## src/core/dupc_pkg.sv

```systemverilog
// dupc_pkg: constants for the dual uart pin configuration and reset block
package dupc_pkg;
	// ----------------------------------------------------------------
	// timing
	// ----------------------------------------------------------------
	localparam int CLK_PERIOD_PS = 25000;
	localparam int RST_MIN_PULSE_PS = 40000;
	// least time rounds up, never below one cycle
	localparam int RST_MIN_CYCLES_RAW = (RST_MIN_PULSE_PS + CLK_PERIOD_PS - 1) / CLK_PERIOD_PS;
	localparam int RST_MIN_CYCLES = (RST_MIN_CYCLES_RAW < 1) ? 1 : RST_MIN_CYCLES_RAW;
	// ----------------------------------------------------------------
	// line rate limits
	// ----------------------------------------------------------------
	localparam int RATE_FAST_BPS = 1000000;
	localparam int RATE_SLOW_BPS = 250000;
	localparam int CLK_HZ = 40000000;
	// fewest clock cycles per bit for each limit
	localparam logic [7:0] MIN_BIT_CYC_FAST = 8'(CLK_HZ / RATE_FAST_BPS);
	localparam logic [7:0] MIN_BIT_CYC_SLOW = 8'(CLK_HZ / RATE_SLOW_BPS);
	// ----------------------------------------------------------------
	// fifo and prescaler
	// ----------------------------------------------------------------
	localparam int FIFO_BYTES = 64;
	localparam int STAGE_DEPTH = 8;
	localparam logic [2:0] PRESCALE_LOW = 3'h1;
	localparam logic [2:0] PRESCALE_HIGH = 3'h4;
	localparam int FRAC_BITS = 4;
	localparam logic [15:0] DIV_RESET = 16'h0001;
	localparam logic [3:0] FRAC_RESET = 4'h0;
	localparam logic TX_IDLE = 1'b1;
	typedef enum logic {DUPC_BUS_RWSEL, DUPC_BUS_STROBE} dupc_bus_style_t;
endpackage

```

## src/core/dupc_top.sv

```systemverilog
// dupc_top: pin straps, reset handling and channel b receive routing
`timescale 1ns/100ps
module dupc_top
	import dupc_pkg::*;
#(
	parameter int FIFO_DEPTH = FIFO_BYTES,
	parameter int STAGE_WORDS = STAGE_DEPTH
) (
	input wire logic core_clk_in,
	input wire logic rst_n_in,
	input wire logic bus_style_select_in,
	input wire logic hw_reset_pin_in,
	input wire logic rx_b_source_select_in,
	input wire logic rx_b_logic_input_in,
	input wire logic rx_b_line_input_in,
	input wire logic rate_select_in,
	input wire logic bus_isolate_request_in,
	input wire logic sleep_mode_in,
	input wire logic prescale_select_in,
	input wire logic [15:0] baud_div_in,
	input wire logic [3:0] baud_frac_in,
	input wire logic host_wr_in,
	input wire logic host_rd_in,
	input wire logic [7:0] host_wr_data_in,
	input wire logic tx_a_internal_in,
	input wire logic tx_b_internal_in,
	input wire logic rx_stage_ready_in,
	output logic bus_style_strobe_out,
	output logic uart_reset_n_out,
	output logic tx_a_line_output_out,
	output logic tx_b_logic_output_out,
	output logic tx_b_line_output_out,
	output logic rx_b_selected_out,
	output logic [7:0] min_bit_cycles_out,
	output logic [6:0] fifo_depth_out,
	output logic bus_isolated_out,
	output logic host_wr_out,
	output logic host_rd_out,
	output logic wr_stage_ready_out,
	output logic [7:0] rx_stage_data_out,
	output logic rx_stage_valid_out,
	output logic baud_tick_out
);
	initial begin
		if (FIFO_DEPTH != FIFO_BYTES) $error("fifo depth must be 64 bytes");
		if (STAGE_WORDS < 2) $error("stage depth too small");
	end

	// ----------------------------------------------------------------
	// pin synchronisers
	// ----------------------------------------------------------------
	logic [1:0] style_s_q;
	logic [1:0] rstpin_s_q;
	logic [1:0] rxsel_s_q;
	logic [1:0] rxl_s_q;
	logic [1:0] rxn_s_q;
	logic [1:0] rate_s_q;
	logic [1:0] iso_s_q;

	always_ff @(posedge core_clk_in or negedge rst_n_in) begin
		if (!rst_n_in) begin
			style_s_q <= '0;
			rstpin_s_q <= '0;
			rxsel_s_q <= '0;
			rxl_s_q <= '0;
			rxn_s_q <= '0;
			rate_s_q <= '0;
			iso_s_q <= '0;
		end else begin
			style_s_q <= {style_s_q[0], bus_style_select_in};
			rstpin_s_q <= {rstpin_s_q[0], hw_reset_pin_in};
			rxsel_s_q <= {rxsel_s_q[0], rx_b_source_select_in};
			rxl_s_q <= {rxl_s_q[0], rx_b_logic_input_in};
			rxn_s_q <= {rxn_s_q[0], rx_b_line_input_in};
			rate_s_q <= {rate_s_q[0], rate_select_in};
			iso_s_q <= {iso_s_q[0], bus_isolate_request_in};
		end
	end

	// ----------------------------------------------------------------
	// reset pin polarity and width qualification
	// ----------------------------------------------------------------
	dupc_bus_style_t style_w;
	logic pin_active_w;
	logic [3:0] pulse_cnt_q;
	logic pin_reset_q;
	assign style_w = style_s_q[1] ? DUPC_BUS_STROBE : DUPC_BUS_RWSEL;
	// strobe style uses active high, read/write-select active low
	assign pin_active_w = (style_w == DUPC_BUS_STROBE) ? rstpin_s_q[1] : !rstpin_s_q[1];

	// pulses shorter than the minimum width are ignored
	always_ff @(posedge core_clk_in or negedge rst_n_in) begin
		if (!rst_n_in) begin
			pulse_cnt_q <= '0;
			pin_reset_q <= 1'b0;
		end else if (!pin_active_w) begin
			pulse_cnt_q <= '0;
			pin_reset_q <= 1'b0;
		end else if (pulse_cnt_q < 4'(RST_MIN_CYCLES)) begin
			pulse_cnt_q <= pulse_cnt_q + 4'h1;
		end else begin
			pin_reset_q <= 1'b1;
		end
	end

	// ----------------------------------------------------------------
	// internal reset: async assert, synchronised release
	// ----------------------------------------------------------------
	logic int_rst_n_w;
	logic [1:0] rst_sync_q;
	assign int_rst_n_w = rst_n_in && !pin_reset_q;

	always_ff @(posedge core_clk_in or negedge int_rst_n_w) begin
		if (!int_rst_n_w) begin
			rst_sync_q <= '0;
		end else begin
			rst_sync_q <= {rst_sync_q[0], 1'b1};
		end
	end

	logic rst_n;
	assign rst_n = rst_sync_q[1];

	// ----------------------------------------------------------------
	// straps and serial pins
	// ----------------------------------------------------------------
	logic rx_b_q;
	always_ff @(posedge core_clk_in or negedge rst_n) begin
		if (!rst_n) begin
			uart_reset_n_out <= 1'b0;
			bus_style_strobe_out <= 1'b0;
			tx_a_line_output_out <= TX_IDLE;
			tx_b_logic_output_out <= TX_IDLE;
			tx_b_line_output_out <= TX_IDLE;
			rx_b_q <= TX_IDLE;
			min_bit_cycles_out <= MIN_BIT_CYC_SLOW;
			fifo_depth_out <= '0;
		end else begin
			uart_reset_n_out <= 1'b1;
			bus_style_strobe_out <= (style_w == DUPC_BUS_STROBE);
			tx_a_line_output_out <= tx_a_internal_in;
			tx_b_logic_output_out <= tx_b_internal_in;
			tx_b_line_output_out <= tx_b_internal_in;
			rx_b_q <= rxsel_s_q[1] ? rxl_s_q[1] : rxn_s_q[1];
			min_bit_cycles_out <= rate_s_q[1] ? MIN_BIT_CYC_FAST : MIN_BIT_CYC_SLOW;
			fifo_depth_out <= 7'(FIFO_DEPTH);
		end
	end
	assign rx_b_selected_out = rx_b_q;

	// ----------------------------------------------------------------
	// host bus isolation
	// ----------------------------------------------------------------
	logic iso_w;
	assign iso_w = iso_s_q[1] && sleep_mode_in;
	logic stg_in_ready;
	always_ff @(posedge core_clk_in or negedge rst_n) begin
		if (!rst_n) begin
			bus_isolated_out <= 1'b0;
			host_wr_out <= 1'b0;
			host_rd_out <= 1'b0;
			wr_stage_ready_out <= 1'b0;
		end else begin
			bus_isolated_out <= iso_w;
			host_wr_out <= host_wr_in && !iso_w;
			host_rd_out <= host_rd_in && !iso_w;
			// registered status, lags the fifo's own refusal by one cycle
			wr_stage_ready_out <= stg_in_ready;
		end
	end

	// ----------------------------------------------------------------
	// write data staging fifo, back-pressure to the host side
	// ----------------------------------------------------------------
	dupc_fifo #(.WIDTH(8), .DEPTH(STAGE_WORDS)) u_stage (
		.core_clk_in(core_clk_in),
		.rst_n_in(rst_n),
		.in_valid_in(host_wr_in && !iso_w),
		.in_ready_out(stg_in_ready),
		.in_data_in(host_wr_data_in),
		.out_valid_out(rx_stage_valid_out),
		.out_ready_in(rx_stage_ready_in),
		.out_data_out(rx_stage_data_out)
	);

	// ----------------------------------------------------------------
	// baud generator: prescaler then fractional divider
	// ----------------------------------------------------------------
	logic [2:0] pre_cnt_q;
	logic pre_tick_w;
	logic [15:0] div_cnt_q;
	logic [FRAC_BITS-1:0] frac_acc_q;
	logic [FRAC_BITS:0] frac_sum_w;
	assign pre_tick_w = (pre_cnt_q == 3'h0);
	assign frac_sum_w = {1'b0, frac_acc_q} + {1'b0, baud_frac_in};

	always_ff @(posedge core_clk_in or negedge rst_n) begin
		if (!rst_n) begin
			pre_cnt_q <= '0;
		end else if (pre_tick_w) begin
			pre_cnt_q <= (prescale_select_in ? PRESCALE_HIGH : PRESCALE_LOW) - 3'h1;
		end else begin
			pre_cnt_q <= pre_cnt_q - 3'h1;
		end
	end

	// fractional part stretches one period by one prescaler tick on carry
	always_ff @(posedge core_clk_in or negedge rst_n) begin
		if (!rst_n) begin
			div_cnt_q <= DIV_RESET;
			frac_acc_q <= FRAC_RESET;
			baud_tick_out <= 1'b0;
		end else begin
			baud_tick_out <= 1'b0;
			if (pre_tick_w) begin
				if (div_cnt_q <= 16'h0001) begin
					baud_tick_out <= 1'b1;
					frac_acc_q <= frac_sum_w[FRAC_BITS-1:0];
					div_cnt_q <= (baud_div_in == 16'h0000) ? DIV_RESET :
						baud_div_in + {15'h0000, frac_sum_w[FRAC_BITS]};
				end else begin
					div_cnt_q <= div_cnt_q - 16'h0001;
				end
			end
		end
	end
endmodule // dupc_top

```

## src/core/dupc_fifo.sv

```systemverilog
// dupc_fifo: parameterised valid/ready fifo with registered read data
`timescale 1ns/100ps
module dupc_fifo #(
	parameter int WIDTH = 8,
	parameter int DEPTH = 8
) (
	input wire logic core_clk_in,
	input wire logic rst_n_in,
	input wire logic in_valid_in,
	output logic in_ready_out,
	input wire logic [WIDTH-1:0] in_data_in,
	output logic out_valid_out,
	input wire logic out_ready_in,
	output logic [WIDTH-1:0] out_data_out
);
	localparam int AW = $clog2(DEPTH);
	initial begin
		if (DEPTH < 2 || (1 << AW) != DEPTH) $error("depth must be a power of two");
	end
	logic [WIDTH-1:0] mem_q [DEPTH];
	logic [AW:0] wr_q;
	logic [AW:0] rd_q;
	logic full_w;
	logic empty_w;
	logic push_w;
	logic pop_w;
	logic [AW:0] used_w;
	// the output register is one of the DEPTH words, so it counts as used
	assign used_w = (wr_q - rd_q) + {{AW{1'b0}}, out_valid_out};
	assign full_w = (used_w == (AW+1)'(DEPTH));
	assign empty_w = (wr_q == rd_q);
	assign push_w = in_valid_in && !full_w;
	// output register reloads when empty or being taken
	assign pop_w = !empty_w && (!out_valid_out || out_ready_in);
	assign in_ready_out = !full_w;

	always_ff @(posedge core_clk_in) begin
		if (push_w) begin
			mem_q[wr_q[AW-1:0]] <= in_data_in;
		end
	end

	always_ff @(posedge core_clk_in or negedge rst_n_in) begin
		if (!rst_n_in) begin
			wr_q <= '0;
			rd_q <= '0;
		end else begin
			if (push_w) wr_q <= wr_q + 1'b1;
			if (pop_w) rd_q <= rd_q + 1'b1;
		end
	end

	always_ff @(posedge core_clk_in or negedge rst_n_in) begin
		if (!rst_n_in) begin
			out_valid_out <= 1'b0;
			out_data_out <= '0;
		end else if (pop_w) begin
			out_valid_out <= 1'b1;
			out_data_out <= mem_q[rd_q[AW-1:0]];
		end else if (out_ready_in) begin
			out_valid_out <= 1'b0;
		end
	end
endmodule // dupc_fifo

```

## config.mk

```make
export PLATFORM = sky130hd
export DESIGN_NAME = dupc_top
export DESIGN_NICKNAME = d
export VERILOG_FILES = /design/src/core/dupc_pkg.sv /design/src/core/dupc_top.sv /design/src/core/dupc_fifo.sv
export SDC_FILE = /design/constraint.sdc
export NUM_CORES = 1
export LEC_CHECK = 0
export BUFFER_PORTS_ARGS = -buffer_cell sky130_fd_sc_hd__buf_2
export CELL_PAD_IN_SITES_DETAIL_PLACEMENT = 0
export CELL_PAD_IN_SITES_GLOBAL_PLACEMENT = 2
export CORE_ASPECT_RATIO = 1.25
export CORE_UTILIZATION = 25
export DETAILED_ROUTE_END_ITERATION = 6
export GPL_ROUTABILITY_DRIVEN = 0
export PLACE_DENSITY_LB_ADDON = 0.1
export SLEW_MARGIN = 25
export SYNTH_ARGS = -nofsm -noshare
export SYNTH_HDL_FRONTEND = slang
export SYNTH_SLANG_ARGS = --single-unit
```

## constraint.sdc

```tcl
create_clock -name core_clk_in -period 2.1 [get_ports core_clk_in]
set_input_delay 0.105 -clock core_clk_in [delete_from_list [all_inputs] [get_ports core_clk_in]]
set_output_delay 0.105 -clock core_clk_in [all_outputs]
set_load 0.02 [all_outputs]
```

After elaboration in Yosys (flattened, before gate mapping)

Memory sizes are Yosys's and may differ from the RTL's. A register that Yosys moved wholly into a read port is not among the register bits.
Cells that the tools add are included.

$add $sub $neg: 10
Magnitude comparators: 2
Eq/ne operators: 4
Muxes and demuxes: 18
Reduce and logical (&&, ||, !) cells: 18

Operators with widths:

| cell                                                       | number |
|---|---|
| 2-to-1 mux 16 bit                                          | 2 |
| adder 16 x 1 -> 16 bit                                     | 1 |
| <= comparator 16 x 1 -> 1 bit, second input constant       | 1 |
| zero test 16 bit                                           | 1 |
| subtractor 16 x 1 -> 16 bit, second input constant         | 1 |
| adder 4 x 1 -> 4 bit, second input constant                | 3 |
| 2-to-1 mux 1 bit                                           | 11 |
| 2-to-1 mux 4 bit                                           | 2 |
| 2-to-1 mux 8 bit                                           | 1 |
| zero test 1 bit                                            | 7 |
| logical AND 1 bit                                          | 6 |
| 2-to-1 mux 3 bit                                           | 2 |
| subtractor 3 x 1 -> 3 bit, second input constant           | 2 |
| adder 4 x 4 -> 5 bit                                       | 1 |
| adder 4 x 1 -> 4 bit                                       | 1 |
| == test 4 bit                                              | 1 |
| == test 4 bit, second input constant                       | 1 |
| less-than comparator 4 x 2 -> 1 bit, second input constant | 1 |
| subtractor 4 bit                                           | 1 |
| zero test 3 bit                                            | 1 |
| != test 2 x 1 -> 1 bit, second input constant              | 1 |
| != test 2 bit, second input constant                       | 1 |
| AND reduction 2 bit                                        | 1 |
| nonzero test 2 bit                                         | 1 |
| logical OR 1 bit                                           | 1 |

Register bits after elaboration: 71
RAM bits: 64
Word-level logic and storage cells: 80
Memories kept: 1

Memories:

| name          | depth | bits a word | rd ports | clocked after memory_dff | wr ports | RTL line        | text |
|---|---|---|---|---|---|---|---|
| u_stage.mem_q | 8     | 8           | 1        | 1                        | 1        | dupc_fifo.sv:20 | `logic [WIDTH-1:0] mem_q [DEPTH];` |

Longest topological paths before layout

Gate-level depths: netlist of run 1.

Word-level depth: 7
Depth in mapped cells: 12
Gate-level depth less buffers: 12

Cells and area by module

From an unflattened synthesis of run 1, not the netlist that was laid out.

Cells, all modules: 433
Area total of the unflattened synthesis: 6139.6 sq um

By module, submodules not included:

| module    | times used | cells each | area each (sq um) |
|---|---|---|---|
| dupc_fifo | 1          | 186        | 3400.8 |
| dupc_top  | 1          | 247        | 2738.9 |

Least setup slack after synthesis of run 1

Ideal clock, no wire load.

Kind: register -> register
From: register u_stage.rd_q[1]
To: memory u_stage.mem_q[1][0] (enable)
Library setup time: 0.398 ns
Arrival time: 3.556 ns
Setup slack: -1.854 ns
Stages on the path, launching flop included: 12
Path buffers: 2
Cells stage by stage: dfrtp_1 > clkbuf_1 > buf_1 > inv_1 > ha_1 > inv_1 > fa_1 > xnor2_1 > a2111oi_0 > mux2i_1 > nand2_1 > nor4b_1

Longest elaborated chain between the ends: 7

Ends and longest elaborated chain:

| what                                   | RTL line        | text |
|---|---|---|
| start: declaration                     | dupc_fifo.sv:22 | `logic [AW:0] rd_q;` |
| start signal: assignment               | dupc_fifo.sv:49 | `if (pop_w) rd_q <= rd_q + 1'b1;` |
| subtractor 4 bit                       | dupc_fifo.sv:29 | `assign used_w = (wr_q - rd_q) + {{AW{1'b0}}, out_valid_out};` |
| adder 4 x 1 -> 4 bit                   | dupc_fifo.sv:29 |  |
| == test 4 bit                          | dupc_fifo.sv:30 | `assign full_w = (used_w == (AW+1)'(DEPTH));` |
| zero test 1 bit                        | n/a             |  |
| net stg_in_ready                       | dupc_top.sv:156 | `logic stg_in_ready;` |
| logical AND 1 bit                      | dupc_fifo.sv:32 | `assign push_w = in_valid_in && !full_w;` |
| 2-to-1 mux 1 bit                       | dupc_fifo.sv:38 | `if (push_w) begin` |
| 2-to-1 mux 1 bit (implied by the code) | dupc_fifo.sv:39 | `mem_q[wr_q[AW-1:0]] <= in_data_in;` |
| end: declaration                       | dupc_fifo.sv:20 |  |

The timed path passes the listed nets, and every way through them passes these cells.

Final worst setup path of run 1

From: register u_stage.rd_q[0]
To: memory u_stage.mem_q[1][2] (enable)

The elaborated chain is that of the path after synthesis.

==> summary.md, run 1 <==
| Metric | Value |
|---|---|
| Status | `finished, violations left` |
| Failing checks | `setup timing` |
| Critical Path End Type | `flop` |
| Area after DPL | `~7300 sq um` |
| Routed WL | `~15 mm` |
| Post-DP HPWL | `between 10 and 15 mm` |
| Synth top area share | `about a third` |
| Maxcap violations | `0` |
| Post-DR vias/cell | `~4.3` |
| First-pass GRT wire length | `about 24 mm` |
| Met3 Use GR | `under 10%` |
| Post-synth cell types | `62` |
| Fin Clk Skew | `roughly 0.014 ns` |
| Register area | `around 3800 sq um` |
| 1st-iter DRT viols | `between 150 and 200` |
| GRT met2 Usage | `about a quarter` |
| Hold_ws | `0.0145 ns` |
| Post-Synthesis Cells | `~470` |
| Max-slew violations | `0` |
| Grt met1 use | `between 10% and 20%` |
| Worst-path clk slew | `~0.07 ns` |
| Multiplexer share of the synthesized area | `under 10%` |
| Peak VDD IR | `between 0.5 and 0.6 mV` |
| Via Count | `approximately 4100` |
| Multi-input gate area | `2590 sq um` |
| Final ANT Viol Nets | `0` |
| P_leak | `about 3.4 nW` |
| Clk_lat worst skew | `around 0.42 ns` |
| Min cycle time layout | `between 2 and 3 ns` |
| WP data arrival | `2.94 ns` |
| Largest net degree at the start of global routing | `40` |
| WS Path Type | `reg2reg` |
| Count leader, synth | `dfrtp_1` |
| Clk buf depth | `2` |
| Fraction of layout cells with a size suffix above 1 | `between 40% and 50%` |
| Syn_area_per_cell | `about 13 sq um` |
| PnR Total Power | `about 11 mW` |
| Max Fclk | `between 0.3 and 0.4 GHz` |
| Initial antenna violation count | `0` |
| Layout area overhead | `41.4%` |
| # H-tree levels | `4` |
| CTS tree | `done` |
| CP Cell Sequence | `ha_4, inv_2, ha_4, inv_2, fa_2, nand2b_4, a2111oi_4, mux2i_2, nand2_2, buf_6, nor4b_4, buf_6` |
| Die H | `177 um` |
| Total GRT Usage | `between 10% and 20%` |
| Ant diodes | `0` |
| Top cells by area, synth | `edfxtp_1 (31%), dfrtp_1 (28%), mux4_2 (5.9%)` |
| Synth warn | `0` |
| Die area | `~25000 sq um` |
| Cell Rows | `63` |
| Die X-Extent | `around 140 um` |
| Post-Synth Simple-Gate Area | `approximately 11%` |
| Pre-CTS setup slack | `-1.06 ns` |
| Period utilisation layout | `133%` |
| Crit Path Max Fanout | `8` |
| Wirelength per Cell | `15.7 um` |
| Startpoint types | `flop` |
| Residual DRC count | `0` |
| Largest family of logic cells by synthesized area | `simple AND/OR/NAND/NOR gates` |
| Congestion Overflow GR | `0` |
| Total CTS buffers | `17` |
| Sink Count | `137` |
| Actual slew at the worst max-slew pin | `0.561 ns` |
| Placeable Area | `23900 sq um` |
| Synth Area in XOR/XNOR | `between 4 and 5%` |
| Final setup viols | `slightly above 80` |
| Vias in the first global route | `around 4400` |
| Synthesis-stage register bit count | `approximately 140` |
| Final hold violation count | `0` |
| Mapped cell area | `slightly above 6000 sq um` |
| Final worst slack | `-0.703 ns` |
| GR peak layer | `met2` |
| Post-synthesis sequential area ratio | `61.3%` |
| Top_reg_cell synth | `dfrtp_1` |
| Number of fill cells | `2342` |
| Most frequent cells after synthesis | `dfrtp_1 (68), edfxtp_1 (64), nand2_1 (33)` |
| CP required | `~2.2 ns` |
| RSZ-0062 raised after global routing | `true` |
| Post-synth EDFFs | `64` |
| PortBufs | `66` |
| Crit-path slowest cell | `fa_2` |
| Clock Tree Root | `clkbuf_16` |
| Initial core utilization | `25.6%` |
| Hold WC Path Type | `in2reg` |
| Pre-antenna DRT Iters | `6` |
| Yosys top cell by area | `edfxtp_1` |
| Rel. slew slack | `~62%` |
| Final instance area | `8660 sq um` |
| Synth Area in Adders | `~4.3%` |
| Pwr Density | `roughly 1300 nW/um^2` |
| Async SR Flop Fraction | `a little over half` |
| Post-synthesis compound-gate area fraction | `between 6 and 7%` |
| Slowest stage delay, CP | `around 0.44 ns` |
| I/O pin cnt | `~80` |
| # nets final | `between 600 and 700` |
## layout by cell type (no fill, tap or decap), drive strengths merged, types with 7 or more instances in the layout
cell	Yosys	layout
a21oi	10	10
a31oi	9	9
buf	21	138
clkbuf	8	17
conb	2	14
dfrtp	68	68
dlygate4sd3	0	21
edfxtp	64	64
ha	18	18
inv	26	35
mux4	16	16
nand2	34	34
nand3	11	11
nand4	7	7
nor2	26	26
nor3	19	19
nor4	11	11
o21ai	18	18
xnor2	20	20
xor2	10	10
## what timing repair did
action	CTS	global route
buffers inserted	19	2
setup endpoints to repair	85	86
hold endpoints to repair	80	0
hold buffers	21	0
resized for setup	60	15
pin swaps	39	27
## power breakdown
group	switching (mW)	total (mW)	leakage, nW	internal, mW
Combinational	2.30	4.49	1.75	2.19
Clock	1.31	3.01	0.291	1.70
Sequential	0.306	3.65	1.41	3.34
## stage by stage
stage	TNS [ns]	util, %	instances
finish	-49.13	36.3	964
global route	-61.32	36.3	964
CTS	-50.04	35.9	963
detailed placement	-71.73	30.6	893
global placement	-65.75	30.6	893
floorplan	-48.10	-	477
## routing by layer
| layer | part of all wire [%] | vias to the layer above |
|---|---|---|
| met5 | 0 | - |
| met2 | 55 | 59 |
| met4 | 1.2 | 0 |
| met3 | 2.2 | 15 |
| li1 | - | 1997 |
| met1 | 41 | 2064 |
## cell families after synthesis
family / after synthesis
DFF: 137
and+or+nand+nor: 133
AOI/OAI and AO/OA: 63
buffers and inverters: 56
xor gates and xnor gates: 30
muxes: 24
adders and majority gates: 20
other: 2
## worst max-delay path: cells and delay by family (launching register included)
kind | cells | cell delay [ns]
AOI/OAI and AO/OA | 1 | 0.06
buffers and inverters | 4 | 0.41
DFF | 1 | 0.41
muxes | 1 | 0.29
and+or+nand+nor | 3 | 0.49
adders and majority gates | 3 | 0.86
## registers in the layout, summed over array words and instances, names as in the netlist, 3 cells and up
signal and cells:
u_stage.wr_q 4, u_stage.out_data_out 8, div_cnt_q 16, u_stage.mem_q 64
pulse_cnt_q 4, u_stage.rd_q 4, frac_acc_q 4, pre_cnt_q 3
## layout make-up
| class | instances | area share [%] |
|---|---|---|
| well taps | 325 | 4.70 |
| flip-flops and latches | 137 | 43.4 |
| multi-input cells | 284 | 30.0 |
| clock inverters | 15 | 2.01 |
| inverters | 27 | 1.23 |
| repair buffers | 159 | 13.8 |
| clock buffers | 17 | 4.91 |
## worst paths after layout
path                                          from                   to  slack [ns]  depth (start not counted)
max in group asynchronous            rst_sync_q[1]         div_cnt_q[0]        1.31                          1
worst min-delay path            host_wr_data_in[7]  u_stage.mem_q[1][7]        0.01                          1
worst min register to register       rst_sync_q[1]      u_stage.wr_q[0]        0.18                          0
worst max-delay path               u_stage.rd_q[0]  u_stage.mem_q[1][2]       -0.70                         12
worst max register to register     u_stage.rd_q[0]  u_stage.mem_q[1][2]       -0.70                         12
min in group asynchronous                 rst_n_in       pulse_cnt_q[2]        0.16                          2
No activity file was read; power rests on OpenSTA's default activity.
==> run 2: changes to the inputs <==
Clock period 2.1 ns to 3.3 ns, I/O delays scaled along.
==> run 2 against run 1 <==
  * The run now ends clean
  * Register-to-register slack better by 0.93 ns
  * Clock skew is 0.0033 ns lower
  * Global-route usage is 0.37 points lower
  * Sequential cell count stayed put
  * Worst hold slack better by 0.031 ns
  * Utilization is 3.8 points lower
  * Largest cell class unchanged
  * Largest power group is now sequential cells
==> summary.md, run 2 (synthesized netlist as in run 1, its figures left out) <==
| Metric | Value |
|---|---|
| Status | `completed` |
| CTS tree | `done` |
| Fin Clk Skew | `slightly above 0.01 ns` |
| Pre-CTS setup slack | `-0.00104 ns` |
| Commonest cells after routing, fill and taps aside | `dfrtp_1 (67), buf_2 (66), edfxtp_1 (64), nand2_1 (32), inv_1 (26)` |
| Startpoint types | `flop` |
| Psw | `around 2.2 mW` |
| Congestion Overflow GR | `0` |
| Final setup viols | `0` |
| Final worst slack | `0.226 ns` |
| Critical Path End Type | `flop` |
| Area after DPL | `between 6000 and 7000 sq um` |
| Crit Path Max Fanout | `8` |
| I/O pin cnt | `79` |
| Period utilisation layout | `roughly 93%` |
| Final hold violation count | `0` |
| Layout area overhead | `26.7%` |
| Hold path depth | `1` |
| CP bufs+invs | `4` |
| Switching share of power | `34.5%` |
| # nets final | `about 630` |
| Post-DR vias/cell | `4.37` |
| Crit-path slowest cell | `dfrtp_1` |
| P_leak | `3.04 nW` |
| CP Cell Sequence | `inv_1, ha_1, inv_1, ha_1, inv_1, fa_1, xnor2_1, a2111oi_0, mux2i_1, nand3_1, nor3b_4, buf_12` |
| Cell Rows | `between 60 and 70` |
| Ant diodes | `0` |
| Worst-path clk slew | `0.07 ns` |
| Max FFs per register | `64` |
| Internal Power | `between 4 and 5 mW` |
| Final ANT Viol Nets | `0` |
| Worst r2r dst | `u_stage.mem_q[5][5]` |
| PortBufs | `66` |
| Clock share of power | `31.3%` |
| Multi-input gate area | `2230 sq um` |
| Max-slew violations | `0` |
| FF-to-FF Start | `u_stage.out_valid_out` |
| Hold WC Path Type | `in2reg` |
| Cell mode on critical path | `inv_1` |
| Pre-antenna DRT Iters | `4` |
| Total GRT Usage | `roughly 13%` |
| Placeable Area | `23900 sq um` |
| Largest net degree at the start of global routing | `35` |
| Logic gate share of total power | `31.9%` |
| Die X-Extent | `roughly 140 um` |
| Max Fclk | `0.325 GHz` |
| Actual slew at the worst max-slew pin | `about 0.89 ns` |
| Clk buf depth | `2` |
| Clk_lat worst skew | `0.42 ns` |
| PnR Total Power | `roughly 6.3 mW` |
| CP required | `~3.4 ns` |
| RSZ-0062 raised after global routing | `false` |
| FF-to-FF path depth | `12` |
| WP data arrival | `between 3 and 4 ns` |
| # H-tree levels | `4` |
| Pwr Density | `817 nW/um^2` |
| Sequential power share | `36.8%` |
| Die H | `roughly 180 um` |
| Via Count | `just under 4000` |
| Initial antenna violation count | `0` |
| Min-delay src | `host_wr_data_in[7]` |
| Min cycle time layout | `around 3.1 ns` |
| Final instance area | `between 7000 and 8000 sq um` |
| Register area | `approximately 3800 sq um` |
| Maxcap violations | `0` |
| CP top delay family | `adder cells` |
| Routed WL | `between 10 and 15 mm` |
| Post-DP HPWL | `~11 mm` |
| Initial core utilization | `about a quarter` |
| Die area | `around 25000 sq um` |
| Commonest non-fill, non-tap cell in the layout | `dfrtp_1` |
| Total CTS buffers | `17` |
| First-pass GRT wire length | `around 24 mm` |
| 1st-iter DRT viols | `145` |
| Sink Count | `137` |
| Slowest stage delay, CP | `~0.38 ns` |
| Wirelength per Cell | `between 15 and 20 um` |
| Number of fill cells | `approximately 2400` |
| Hold Path End | `u_stage.mem_q[2][7]` |
| Vias in the first global route | `roughly 4200` |
| Clock Tree Root | `clkbuf_16` |
| Peak VDD IR | `approximately 0.34 mV` |
| Residual DRC count | `0` |
| WS Path Type | `reg2reg` |
| Rel. slew slack | `between 40% and 50%` |
| Reg2reg setup slack | `~0.23 ns` |
| Fraction of layout cells with a size suffix above 1 | `a little over a quarter` |
run 2: cell type report:
class                      count  area share [%]
multi-input combinational    284            28.7
timing repair buffer          98            8.26
inverter                      27            1.31
sequential                   137            48.4
clock buffer                  17            5.48
tap                          325            5.24
clock inverter                15            2.61
run 2: power groups by stage:
stage          clock [mW]  sequential, mW  combinational [mW]
2_1_floorplan           0            2.42                1.31
3_3_place_gp            0            2.36                1.98
3_5_place_dp            0            2.37                1.99
4_1_cts              2.06            2.34                2.03
5_1_grt              2.13            2.37                2.28
6_report             1.99            2.33                2.02
run 2: how the worst max path moves through the flow:
stage	start	to	cells past startpoint
5_1_grt	u_stage.out_valid_out	u_stage.mem_q[3][0]	11
2_1_floorplan	u_stage.rd_q[1]	u_stage.mem_q[1][0]	11
6_report	u_stage.out_valid_out	u_stage.mem_q[5][5]	12
3_3_place_gp	u_stage.out_valid_out	u_stage.mem_q[5][6]	11
3_5_place_dp	u_stage.out_valid_out	u_stage.mem_q[5][4]	11
4_1_cts	u_stage.out_valid_out	u_stage.mem_q[4][0]	11
run 2: worst reg2reg max path: cells and delay by family (launching register included):
kind | cells | cell delay [ns]
buf+inv | 4 | 0.35
compound gates | 1 | 0.09
fa+ha+maj | 3 | 0.83
simple gates | 2 | 0.63
flops | 1 | 0.38
xor+xnor | 1 | 0.20
mux | 1 | 0.31
run 2: per-stage QoR:
stage               util [%]  hold WS (ns)  TNS [ns]  instances
global route            32.5        0.0420         0        903
finish                  32.5        0.0457         0        903
CTS                     32.1        0.0237         0        899
detailed placement      28.9         0.136  -0.00508        854
global placement        28.9         0.125         0        854
floorplan                  -        -0.131         0        477
run 2: layer usage:
| metal | part of all wire (%) | global-route usage, % | wire length (um) |
|---|---|---|---|
| met5 | 0 | 0 | 0 |
| met4 | 1.6 | 4.79 | 229 |
| met2 | 54 | 22.3 | 7880 |
| met3 | 3.1 | 2.46 | 454 |
| met1 | 42 | 15.2 | 6150 |
run 2: repair_timing:
action / 4_1_cts / 5_1_grt
gates resized for setup: 2 / 3
hold buffers: 13 / 0
endpoints found under the setup margin: 8 / 40
endpoints found under the hold margin: 31 / 0
pin swaps: 0 / 3
setup buffers: 0 / 4
